===== src/gcps_pkg.sv =====
// package of constants and types for the global clock and pin select block
package gcps_pkg;

   // ************************************************************
   // bus and register map
   // ************************************************************
   localparam int          APB_ADDR_W      = 12;
   localparam int          APB_DATA_W      = 32;
   localparam int          REG_IDX_W       = 10;
   // register indexes; byte address is four times the index
   localparam logic [9:0]  IDX_FRAMER_CTRL = 10'h0f1;
   localparam logic [9:0]  IDX_TX_SYNC_SEL = 10'h0f2;
   localparam logic [9:0]  IDX_CLK_REF_SEL = 10'h0f3;
   localparam logic [9:0]  IDX_SYSCLK_SEL  = 10'h0f4;
   localparam logic [9:0]  IDX_STATUS      = 10'h100;

   // ************************************************************
   // reset values and writable masks
   // ************************************************************
   localparam logic [7:0]  REG_RESET       = 8'h00;
   localparam logic [7:0]  FC_MASK         = 8'h37;
   localparam logic [7:0]  TS_MASK         = 8'h03;
   localparam logic [7:0]  CR_MASK         = 8'hff;
   localparam logic [7:0]  SC_MASK         = 8'h60;

   // ************************************************************
   // field positions
   // ************************************************************
   localparam int          FC_RX_CHAN_BIT  = 0;
   localparam int          FC_TX_CHAN_BIT  = 1;
   localparam int          FC_RX_SYNC_BIT  = 2;
   localparam int          FC_BP_OUT_LSB   = 4;
   localparam int          TS_PIN_BIT      = 0;
   localparam int          TS_DIR_BIT      = 1;
   localparam int          CR_MPS_LSB      = 0;
   localparam int          CR_FAMILY_BIT   = 2;
   localparam int          CR_BFREQ_BIT    = 3;
   localparam int          CR_REF_LSB      = 4;
   localparam int          SC_TX_BIT       = 5;
   localparam int          SC_RX_BIT       = 6;
   localparam int          ST_REF_OUT_BIT  = 0;
   localparam int          ST_REF_RSV_BIT  = 1;
   localparam int          ST_REF_LINE_BIT = 2;
   localparam int          ST_KHZ_LSB      = 16;

   // ************************************************************
   // backplane reference codes and frequencies
   // ************************************************************
   localparam logic [3:0]  REF_PORT4       = 4'h3;
   localparam logic [3:0]  REF_MCLK        = 4'h8;
   localparam logic [3:0]  REF_EXT         = 4'h9;
   localparam logic [15:0] KHZ_FAMILY_E1   = 16'h0800; // 2048 kHz
   localparam logic [15:0] KHZ_FAMILY_T1   = 16'h0608; // 1544 kHz

   typedef enum logic [1:0] {
      SRC_LINE = 2'b00,
      SRC_MCLK = 2'b01,
      SRC_EXT  = 2'b10,
      SRC_NONE = 2'b11
   } gcps_ref_src_t;

   typedef enum logic {
      APB_IDLE = 1'b0,
      APB_DONE = 1'b1
   } gcps_apb_st_t;

   // ************************************************************
   // carriers
   // ************************************************************
   typedef struct packed {
      logic rx_sync_kind_sel;
      logic tx_chan_pin_sel;
      logic rx_chan_pin_sel;
      logic sys_sync_direction;
      logic tx_sync_pin_sel;
      logic rx_sysclk_source;
      logic tx_sysclk_source;
   } gcps_cfg_t;

   typedef struct packed {
      logic rx_frame_sync;
      logic rx_multiframe_sync;
      logic tx_chan_block;
      logic tx_chan_clock;
      logic rx_chan_block;
      logic rx_chan_clock;
      logic tx_frame_sync_out;
      logic tx_io_control;
      logic tx_system_sync_out;
   } gcps_port_in_t;

   typedef struct packed {
      logic rx_sync_pin;
      logic tx_chan_pin;
      logic rx_chan_pin;
      logic tx_frame_sync_in;
      logic tx_system_sync_in;
      logic rx_system_clock;
      logic tx_system_clock;
   } gcps_port_out_t;

endpackage


===== src/gcps_port_mux.sv =====
// per-port shared pin multiplexer
`timescale 1ns/100ps
`default_nettype none
module gcps_port_mux (
   input  wire logic                     ref_clk,
   input  wire logic                     resetn,
   input  wire gcps_pkg::gcps_cfg_t      cfg,
   input  wire gcps_pkg::gcps_port_in_t  port_in,
   input  wire logic                     bp_clk_sync,
   input  wire logic                     tx_sync_pin_in,
   input  wire logic                     rx_sysclk_pin,
   input  wire logic                     tx_sysclk_pin,
   output logic                          tx_sync_pin_out,
   output logic                          tx_sync_pin_oe_n,
   output gcps_pkg::gcps_port_out_t      port_out
);
   import gcps_pkg::*;

   logic [1:0] sync_pin_reg;
   logic [1:0] rx_clk_reg;
   logic [1:0] tx_clk_reg;
   logic       drive_next;

   // two-stage synchronisers for pins
   always_ff @(posedge ref_clk) begin
      if (!resetn) begin
         sync_pin_reg <= 2'h0;
         rx_clk_reg   <= 2'h0;
         tx_clk_reg   <= 2'h0;
      end else begin
         sync_pin_reg <= {sync_pin_reg[0], tx_sync_pin_in};
         rx_clk_reg   <= {rx_clk_reg[0], rx_sysclk_pin};
         tx_clk_reg   <= {tx_clk_reg[0], tx_sysclk_pin};
      end
   end

   // direction of the shared transmit sync pin
   always_comb begin
      if (cfg.tx_sync_pin_sel) begin
         drive_next = cfg.sys_sync_direction;
      end else begin
         drive_next = port_in.tx_io_control;
      end
   end

   // registered pin and function selection
   always_ff @(posedge ref_clk) begin
      if (!resetn) begin
         port_out         <= '0;
         tx_sync_pin_out  <= 1'b0;
         tx_sync_pin_oe_n <= 1'b1;
      end else begin
         port_out.rx_sync_pin <= cfg.rx_sync_kind_sel ? port_in.rx_multiframe_sync
                                                      : port_in.rx_frame_sync;
         port_out.tx_chan_pin <= cfg.tx_chan_pin_sel ? port_in.tx_chan_clock
                                                     : port_in.tx_chan_block;
         port_out.rx_chan_pin <= cfg.rx_chan_pin_sel ? port_in.rx_chan_clock
                                                     : port_in.rx_chan_block;
         tx_sync_pin_oe_n     <= ~drive_next;
         tx_sync_pin_out      <= cfg.tx_sync_pin_sel ? port_in.tx_system_sync_out
                                                     : port_in.tx_frame_sync_out;
         // received sync goes only to the function routed onto the pin
         port_out.tx_frame_sync_in  <= ~cfg.tx_sync_pin_sel & ~drive_next
                                       & sync_pin_reg[1];
         port_out.tx_system_sync_in <= cfg.tx_sync_pin_sel & ~drive_next
                                       & sync_pin_reg[1];
         port_out.rx_system_clock   <= cfg.rx_sysclk_source ? bp_clk_sync
                                                            : rx_clk_reg[1];
         port_out.tx_system_clock   <= cfg.tx_sysclk_source ? bp_clk_sync
                                                            : tx_clk_reg[1];
      end
   end

endmodule
`default_nettype wire


===== src/gcps_top.sv =====
// global clock and shared pin select block with APB register access
// ************************************************************
// How it works
// - bit 2 picks frame or multiframe receive sync
// - bit 1 picks transmit channel block or clock
// - bit 0 picks receive channel block or clock
// - direction bit makes system sync input or output
// - pin select routes frame or system sync
// - frame sync direction follows per-port I/O control
// - reference field picks line, master, or external source
// - reference pin output for master, input for external
// - backplane frequency bit: 2.048 or 1.544 MHz
// - family bit: 2.048 or 1.544 MHz master
// - period field scales master by 1,2,4,8
// - receive system clocks from pins or backplane
// - transmit system clocks from pins or backplane
// - backplane output select 2.048 to 16.384 MHz
// ************************************************************
//
// Design decision made here: the APB register port.
`timescale 1ns/100ps
`default_nettype none
module gcps_top #(
   parameter int PORTS = 4
) (
   input  wire logic                                ref_clk,
   input  wire logic                                resetn,
   // apb slave
   input  wire logic                                psel,
   input  wire logic                                penable,
   input  wire logic                                pwrite,
   input  wire logic [gcps_pkg::APB_ADDR_W-1:0]     paddr,
   input  wire logic [gcps_pkg::APB_DATA_W-1:0]     pwdata,
   output logic      [gcps_pkg::APB_DATA_W-1:0]     prdata,
   output logic                                     pready,
   output logic                                     pslverr,
   // per-port framer side signals and results
   input  wire gcps_pkg::gcps_port_in_t [PORTS-1:0] port_in,
   output gcps_pkg::gcps_port_out_t     [PORTS-1:0] port_out,
   // shared transmit sync pins, output enable low while driving
   input  wire logic                    [PORTS-1:0] tx_sync_pin_in,
   output logic                         [PORTS-1:0] tx_sync_pin_out,
   output logic                         [PORTS-1:0] tx_sync_pin_oe_n,
   // per-port system clock pins
   input  wire logic                    [PORTS-1:0] rx_system_clock_pin,
   input  wire logic                    [PORTS-1:0] tx_system_clock_pin,
   // backplane clock from the backplane generator
   input  wire logic                                backplane_clock,
   // master-clock derived reference and reference pin
   input  wire logic                                mclk_ref_clk,
   input  wire logic                                reference_clock_pin_in,
   output logic                                     reference_clock_pin_out,
   output logic                                     reference_clock_pin_oe_n,
   // controls for the backplane and master clock circuits
   output gcps_pkg::gcps_ref_src_t                  backplane_ref_src,
   output logic      [1:0]                          backplane_ref_port,
   output logic                                     backplane_ref_clk,
   output logic                                     backplane_freq_sel,
   output logic      [1:0]                          backplane_out_sel,
   output logic                                     master_family_sel,
   output logic      [1:0]                          master_period_sel
);
   import gcps_pkg::*;

   // ************************************************************
   // declarations
   // ************************************************************
   logic [7:0]          framer_ctrl_reg;
   logic [7:0]          tx_sync_select_reg;
   logic [7:0]          clock_reference_select_reg;
   logic [7:0]          system_clock_source_select_reg;
   gcps_apb_st_t        apb_st_reg;
   gcps_apb_st_t        apb_st_next;
   logic [1:0]          bp_clk_reg;
   logic [1:0]          ext_ref_reg;
   logic [REG_IDX_W-1:0] reg_idx;
   logic                wr_take;
   logic                idx_hit;
   logic [APB_DATA_W-1:0] rd_next;
   logic [3:0]          ref_code;
   gcps_ref_src_t       ref_src_next;
   logic [15:0]         master_khz;
   logic [APB_DATA_W-1:0] status_word;
   gcps_cfg_t           cfg;

   // ************************************************************
   // apb access handshake
   // ************************************************************
   assign reg_idx = paddr[APB_ADDR_W-1:2];
   // a write lands only on the edge that sees pready high
   assign wr_take = psel & penable & pwrite & (apb_st_reg == APB_DONE);

   // one wait state, then a single-cycle pready
   always_comb begin
      case (apb_st_reg)
         APB_IDLE: begin
            if (psel && penable) begin
               apb_st_next = APB_DONE;
            end else begin
               apb_st_next = APB_IDLE;
            end
         end
         APB_DONE: begin
            apb_st_next = APB_IDLE;
         end
         default: begin
            apb_st_next = APB_IDLE;
         end
      endcase
   end

   // state and pready
   always_ff @(posedge ref_clk) begin
      if (!resetn) begin
         apb_st_reg <= APB_IDLE;
         pready     <= 1'b0;
      end else begin
         apb_st_reg <= apb_st_next;
         pready     <= (apb_st_next == APB_DONE);
      end
   end

   // address decode
   always_comb begin
      case (reg_idx)
         IDX_FRAMER_CTRL, IDX_TX_SYNC_SEL, IDX_CLK_REF_SEL,
         IDX_SYSCLK_SEL, IDX_STATUS: begin
            idx_hit = 1'b1;
         end
         default: begin
            idx_hit = 1'b0;
         end
      endcase
   end

   // ************************************************************
   // control registers
   // ************************************************************
   // unused bits stay zero through the masks
   always_ff @(posedge ref_clk) begin
      if (!resetn) begin
         framer_ctrl_reg                <= REG_RESET;
         tx_sync_select_reg             <= REG_RESET;
         clock_reference_select_reg     <= REG_RESET;
         system_clock_source_select_reg <= REG_RESET;
      end else if (wr_take) begin
         case (reg_idx)
            IDX_FRAMER_CTRL: begin
               framer_ctrl_reg <= pwdata[7:0] & FC_MASK;
            end
            IDX_TX_SYNC_SEL: begin
               tx_sync_select_reg <= pwdata[7:0] & TS_MASK;
            end
            IDX_CLK_REF_SEL: begin
               clock_reference_select_reg <= pwdata[7:0] & CR_MASK;
            end
            IDX_SYSCLK_SEL: begin
               system_clock_source_select_reg <= pwdata[7:0] & SC_MASK;
            end
            default: begin
               framer_ctrl_reg <= framer_ctrl_reg;
            end
         endcase
      end
   end

   // ************************************************************
   // configuration fan-out to the ports
   // ************************************************************
   assign cfg.rx_sync_kind_sel   = framer_ctrl_reg[FC_RX_SYNC_BIT];
   assign cfg.tx_chan_pin_sel    = framer_ctrl_reg[FC_TX_CHAN_BIT];
   assign cfg.rx_chan_pin_sel    = framer_ctrl_reg[FC_RX_CHAN_BIT];
   assign cfg.sys_sync_direction = tx_sync_select_reg[TS_DIR_BIT];
   assign cfg.tx_sync_pin_sel    = tx_sync_select_reg[TS_PIN_BIT];
   assign cfg.rx_sysclk_source   = system_clock_source_select_reg[SC_RX_BIT];
   assign cfg.tx_sysclk_source   = system_clock_source_select_reg[SC_TX_BIT];

   // ************************************************************
   // reference source decode
   // ************************************************************
   assign ref_code = clock_reference_select_reg[CR_REF_LSB +: 4];

   // line ports, master derivative, external pin, or reserved
   always_comb begin
      if (ref_code <= REF_PORT4) begin
         ref_src_next = SRC_LINE;
      end else if (ref_code == REF_MCLK) begin
         ref_src_next = SRC_MCLK;
      end else if (ref_code == REF_EXT) begin
         ref_src_next = SRC_EXT;
      end else begin
         ref_src_next = SRC_NONE;
      end
   end

   // master clock frequency in kHz: family shifted by period
   always_comb begin
      if (clock_reference_select_reg[CR_FAMILY_BIT]) begin
         master_khz = KHZ_FAMILY_T1 << clock_reference_select_reg[CR_MPS_LSB +: 2];
      end else begin
         master_khz = KHZ_FAMILY_E1 << clock_reference_select_reg[CR_MPS_LSB +: 2];
      end
   end

   // ************************************************************
   // pin synchronisers
   // ************************************************************
   always_ff @(posedge ref_clk) begin
      if (!resetn) begin
         bp_clk_reg  <= 2'h0;
         ext_ref_reg <= 2'h0;
      end else begin
         bp_clk_reg  <= {bp_clk_reg[0], backplane_clock};
         ext_ref_reg <= {ext_ref_reg[0], reference_clock_pin_in};
      end
   end

   // ************************************************************
   // clock control outputs
   // ************************************************************
   // reference pin drives only for the master derivative
   always_ff @(posedge ref_clk) begin
      if (!resetn) begin
         reference_clock_pin_out  <= 1'b0;
         reference_clock_pin_oe_n <= 1'b1;
         backplane_ref_clk        <= 1'b0;
      end else begin
         reference_clock_pin_out  <= mclk_ref_clk & (ref_src_next == SRC_MCLK);
         reference_clock_pin_oe_n <= (ref_src_next != SRC_MCLK);
         case (ref_src_next)
            SRC_MCLK: begin
               backplane_ref_clk <= mclk_ref_clk;
            end
            SRC_EXT: begin
               backplane_ref_clk <= ext_ref_reg[1];
            end
            default: begin
               backplane_ref_clk <= 1'b0;
            end
         endcase
      end
   end

   // selections handed to the backplane and master clock circuits
   always_ff @(posedge ref_clk) begin
      if (!resetn) begin
         backplane_ref_src  <= SRC_LINE;
         backplane_ref_port <= 2'h0;
         backplane_freq_sel <= 1'b0;
         backplane_out_sel  <= 2'h0;
         master_family_sel  <= 1'b0;
         master_period_sel  <= 2'h0;
      end else begin
         backplane_ref_src  <= ref_src_next;
         backplane_ref_port <= ref_code[1:0];
         backplane_freq_sel <= clock_reference_select_reg[CR_BFREQ_BIT];
         backplane_out_sel  <= framer_ctrl_reg[FC_BP_OUT_LSB +: 2];
         master_family_sel  <= clock_reference_select_reg[CR_FAMILY_BIT];
         master_period_sel  <= clock_reference_select_reg[CR_MPS_LSB +: 2];
      end
   end

   // ************************************************************
   // read path
   // ************************************************************
   // status word reflects live clock selection state
   always_comb begin
      status_word                        = '0;
      status_word[ST_REF_OUT_BIT]        = ~reference_clock_pin_oe_n;
      status_word[ST_REF_RSV_BIT]        = (backplane_ref_src == SRC_NONE);
      status_word[ST_REF_LINE_BIT]       = (backplane_ref_src == SRC_LINE);
      status_word[ST_KHZ_LSB +: 16]      = master_khz;
   end

   // read mux, narrow registers in the low bits
   always_comb begin
      rd_next = '0;
      case (reg_idx)
         IDX_FRAMER_CTRL: begin
            rd_next[7:0] = framer_ctrl_reg;
         end
         IDX_TX_SYNC_SEL: begin
            rd_next[7:0] = tx_sync_select_reg;
         end
         IDX_CLK_REF_SEL: begin
            rd_next[7:0] = clock_reference_select_reg;
         end
         IDX_SYSCLK_SEL: begin
            rd_next[7:0] = system_clock_source_select_reg;
         end
         IDX_STATUS: begin
            rd_next = status_word;
         end
         default: begin
            rd_next = '0;
         end
      endcase
   end

   // read data and error valid with pready
   always_ff @(posedge ref_clk) begin
      if (!resetn) begin
         prdata  <= '0;
         pslverr <= 1'b0;
      end else if (apb_st_next == APB_DONE) begin
         prdata  <= pwrite ? '0 : rd_next;
         pslverr <= ~idx_hit | (pwrite & (reg_idx == IDX_STATUS));
      end else begin
         prdata  <= '0;
         pslverr <= 1'b0;
      end
   end

   // ************************************************************
   // per-port shared pins
   // ************************************************************
   genvar gi;
   generate
      for (gi = 0; gi < PORTS; gi++) begin : g_port
         gcps_port_mux u_port (
            .ref_clk          (ref_clk),
            .resetn           (resetn),
            .cfg              (cfg),
            .port_in          (port_in[gi]),
            .bp_clk_sync      (bp_clk_reg[1]),
            .tx_sync_pin_in   (tx_sync_pin_in[gi]),
            .rx_sysclk_pin    (rx_system_clock_pin[gi]),
            .tx_sysclk_pin    (tx_system_clock_pin[gi]),
            .tx_sync_pin_out  (tx_sync_pin_out[gi]),
            .tx_sync_pin_oe_n (tx_sync_pin_oe_n[gi]),
            .port_out         (port_out[gi])
         );
      end
   endgenerate

endmodule
`default_nettype wire


===== config.mk =====
export PLATFORM = sky130hd
export DESIGN_NAME = gcps_top
export DESIGN_NICKNAME = d
export VERILOG_FILES = /design/src/gcps_pkg.sv /design/src/gcps_port_mux.sv /design/src/gcps_top.sv
export SDC_FILE = /design/constraint.sdc
export NUM_CORES = 1
export LEC_CHECK = 0
export ABC_AREA = 1
export ABC_CLOCK_PERIOD_IN_PS = 2600
export BUFFER_PORTS_ARGS = -buffer_cell sky130_fd_sc_hd__buf_2
export CAP_MARGIN = 20
export CELL_PAD_IN_SITES_DETAIL_PLACEMENT = 1
export CELL_PAD_IN_SITES_GLOBAL_PLACEMENT = 2
export CORE_MARGIN = 4
export CORE_UTILIZATION = 25
export CTS_CLUSTER_SIZE = 20
export DETAILED_ROUTE_END_ITERATION = 8
export HOLD_SLACK_MARGIN = 0.02
export PLACE_DENSITY = 0.87
export REMOVE_ABC_BUFFERS = 1
export SETUP_SLACK_MARGIN = 0.3
export SLEW_MARGIN = 25
export SYNTH_ARGS = -nofsm -noshare
export SYNTH_HDL_FRONTEND = slang
export SYNTH_SLANG_ARGS = --single-unit
export TNS_END_PERCENT = 20

===== constraint.sdc =====
create_clock -name ref_clk -period 2.6 [get_ports ref_clk]
set_input_delay 0.13 -clock ref_clk [delete_from_list [all_inputs] [get_ports ref_clk]]
set_output_delay 0.13 -clock ref_clk [all_outputs]
set_load 0.03 [all_outputs]

==> flow_summary.yaml <==
route:
  drt-pass1-iter-count: 4
  via_count: 3757
  finalWirelength_mm: 12.8
  wl_per_cell_um: 13.6
  final_antenna_net_count: 0
  drt_iter0_markers: 87
  viasPerCell: 3.99
  route.detailed.drc: 0
global_routing:
  grtUsageTotal_pct: 14.2
  grt_overflow: 0
  grt_pass1_wl_mm: 20.3
  antenna_found_initial: 1
  grt_max_degree: 35
  grt_pass1_vias: 4094
logic_synthesis:
  ys_seq_area_share_pct: 54.3
  synth.area.top_cells: "dfxtp_1 (54%), nand2_1 (7.9%), inv_1 (6.7%)"
  synth_area_per_cell_um2: 8.15
  netlist_instances: 511
  ys_ff_latch: 113
  synth_edf_count: 0
  ys_types: 28
  synthArstFlopShare_pct: 0
  netlist_area_um2: 4160
  synthFlopType: "dfxtp_1"
  yosys.area.top_type: "dfxtp_1"
  netlist.area_leader.share_pct: 54.3
  netlist_top_cells_count: "dfxtp_1 (113), nand2_1 (88), inv_1 (74)"
  yosysMostFrequentCell: "dfxtp_1"
  ys_warn_count: 0
placement:
  place.port_buffers: 142
  dpl.hpwl_mm: 8.81
  gp_congestion: 0.786
finish:
  syn_to_final_growth_pct: 47.7
  fin_nets: 816
  reg_top3: "g_port.u_port.port_out (28), prdata (17)"
  fillers: 1976
  top_register: "g_port.u_port.port_out"
  largest_reg_flops: 28
  layout-drive-gt1-share_pct: 28.5
sta:
  finalHoldViolations: 0
  timing.fmax_mhz: 501
  rsz0062_at_grt: "no"
  hold_slack_ns: 0.0392
  totalNegativeSetupSlack_ns: 0
  setup_viol: 0
  slew_violations: 0
  period_minus_slack_ns: 2.00
  post-route-period-util_pct: 76.8
  worst_clock_skew_ns: 0.00667
critical_path:
  worst_setup_path_start_kind: "flop"
  cp_data_required_time_ns: 2.89
  worst_setup_path_end_kind: "flop"
  reg2regPathDepth: 4
  path_class: "flop to flop"
  cp_max_fo: 10
  arrival_ns: 2.29
clock_network:
  cts.sinks: 113
  clock_latency_ns: 0.41
  cts.clk_slew.worst_paths_ns: 0.05
  cts-buffers-inserted: 17
  cts.repair.resized: 0
  clockBufferDepth: 2
  cts_tree: "yes"
  clockRootBuffer: "clkbuf_16"
  h-tree-depth: 4
die:
  die_y_um: 137
  die_x_um: 137
  core_um2: 16100
  start_util_pct: 25.8
  rows: 46
  ios: 183
  dieArea_um2: 18800
outcome:
  outcome: "complete, no violations"
power_and_ir_drop:
  internal_power_mw: 3.37
  combPwrFrac_pct: 7.6
  p_leak_nw: 3.11
  power_frac_seq_pct: 40.9
  p_sw_share_pct: 23.0
  switching_power_mw: 1.01
  clkPwrFrac_pct: 51.5
  ir_worst_vdd_uv: 428
  power_density_nw_per_um2: 711
hold_path:
  hold_depth: 3
  hp-class: "primary input to flop"
flow_run:
  drv_cap: 0
==> critical path, cell delays in order (launching register included) <==
cell	delay [ns]
dfxtp_1	0.57
clkinv_1	0.41
nor2_1	0.26
nor2_1	0.09
dlygate4sd3_1	0.55
==> placed cells by master, fill, tap and decap left out, types with 8 or more instances in the layout <==
master / n
a21oi_1: 26
dlygate4sd3_1: 59
nand3_1: 12
conb_1: 14
inv_1: 74
dfxtp_1: 113
nand2_1: 88
clkbuf_16: 17
o21ai_1: 11
buf_2: 142
nand4_1: 8
nor2_2: 10
nor2_1: 68
o21ai_0: 29
==> layout make-up <==
cell class | count | area (um^2) | area share (%)
repair buffers | 203 | 1320 | 21.4
multi-input cells | 293 | 1410 | 22.9
clock buffers | 21 | 460 | 7.49
clock inverters | 11 | 113 | 1.83
flip-flops and latches | 113 | 2260 | 36.8
well taps | 216 | 270 | 4.40
inverters | 83 | 314 | 5.11
diodes | 1 | 2.50 | 0.0407
==> routing by layer <==
layer	global-route usage [%]	part of all wire, %
met5	0	0.10
met4	4.27	1.5
met3	5.81	7.3
met2	24.6	49
met1	15.9	42
==> per-stage QoR <==
step | instance area (um^2) | instances | setup slack, ns | util, % | total power, mW
floorplan | 3990 | 489 | 1.25 | - | 1.96
global placement | 4980 | 849 | 1.04 | 30.9 | 2.08
detailed placement | 4980 | 849 | 1.05 | 30.9 | 2.09
CTS | 6150 | 940 | 0.722 | 38.1 | 4.45
global route | 6150 | 940 | 0.486 | 38.1 | 4.57
finish | 6150 | 941 | 0.603 | 38.2 | 4.37
==> path summary, 6_finish.rpt <==
path | from | end | slack [ns]
worst max register to register | tx_sync_select_reg[0] | g_port[2].u_port.tx_sync_pin_out | 0.60
worst min register to register | ext_ref_reg[0] | ext_ref_reg[1] | 0.41
worst max-delay path | tx_sync_select_reg[0] | g_port[2].u_port.tx_sync_pin_out | 0.60
worst min-delay path | pwdata[1] | clock_reference_select_reg[1] | 0.04
==> cells by family (layout without fill, tap and decap cells) <==
logic type / count (synthesis) / count (layout) / synth area share [%]
AND/OR/NAND/NOR: 208 / 208 / 23.2
buffers and inverters: 118 / 318 / 13.0
flip-flops: 113 / 113 / 54.3
AO/OA/AOI/OAI: 66 / 66 / 7.93
adder cells (fa/ha/maj): 5 / 5 / 1.50
other: 1 / 15 / 0.0901
==> timing repair <==
item / 4_1_cts / 5_1_grt
buffers inserted: 0 / 0
endpoints found under the hold margin: 48 / 0
setup endpoints to repair: 0 / 0
hold buffers: 59 / 0
==> power groups by stage <==
| stage | clock [mW] | combinational, mW | sequential, mW |
|---|---|---|---|
| 2_1_floorplan | 0 | 0.0902 | 1.87 |
| 3_3_place_gp | 0 | 0.257 | 1.82 |
| 3_5_place_dp | 0 | 0.261 | 1.83 |
| 4_1_cts | 2.33 | 0.330 | 1.79 |
| 5_1_grt | 2.41 | 0.367 | 1.79 |
| 6_report | 2.25 | 0.332 | 1.79 |
No activity file was read; power rests on OpenSTA's default activity.
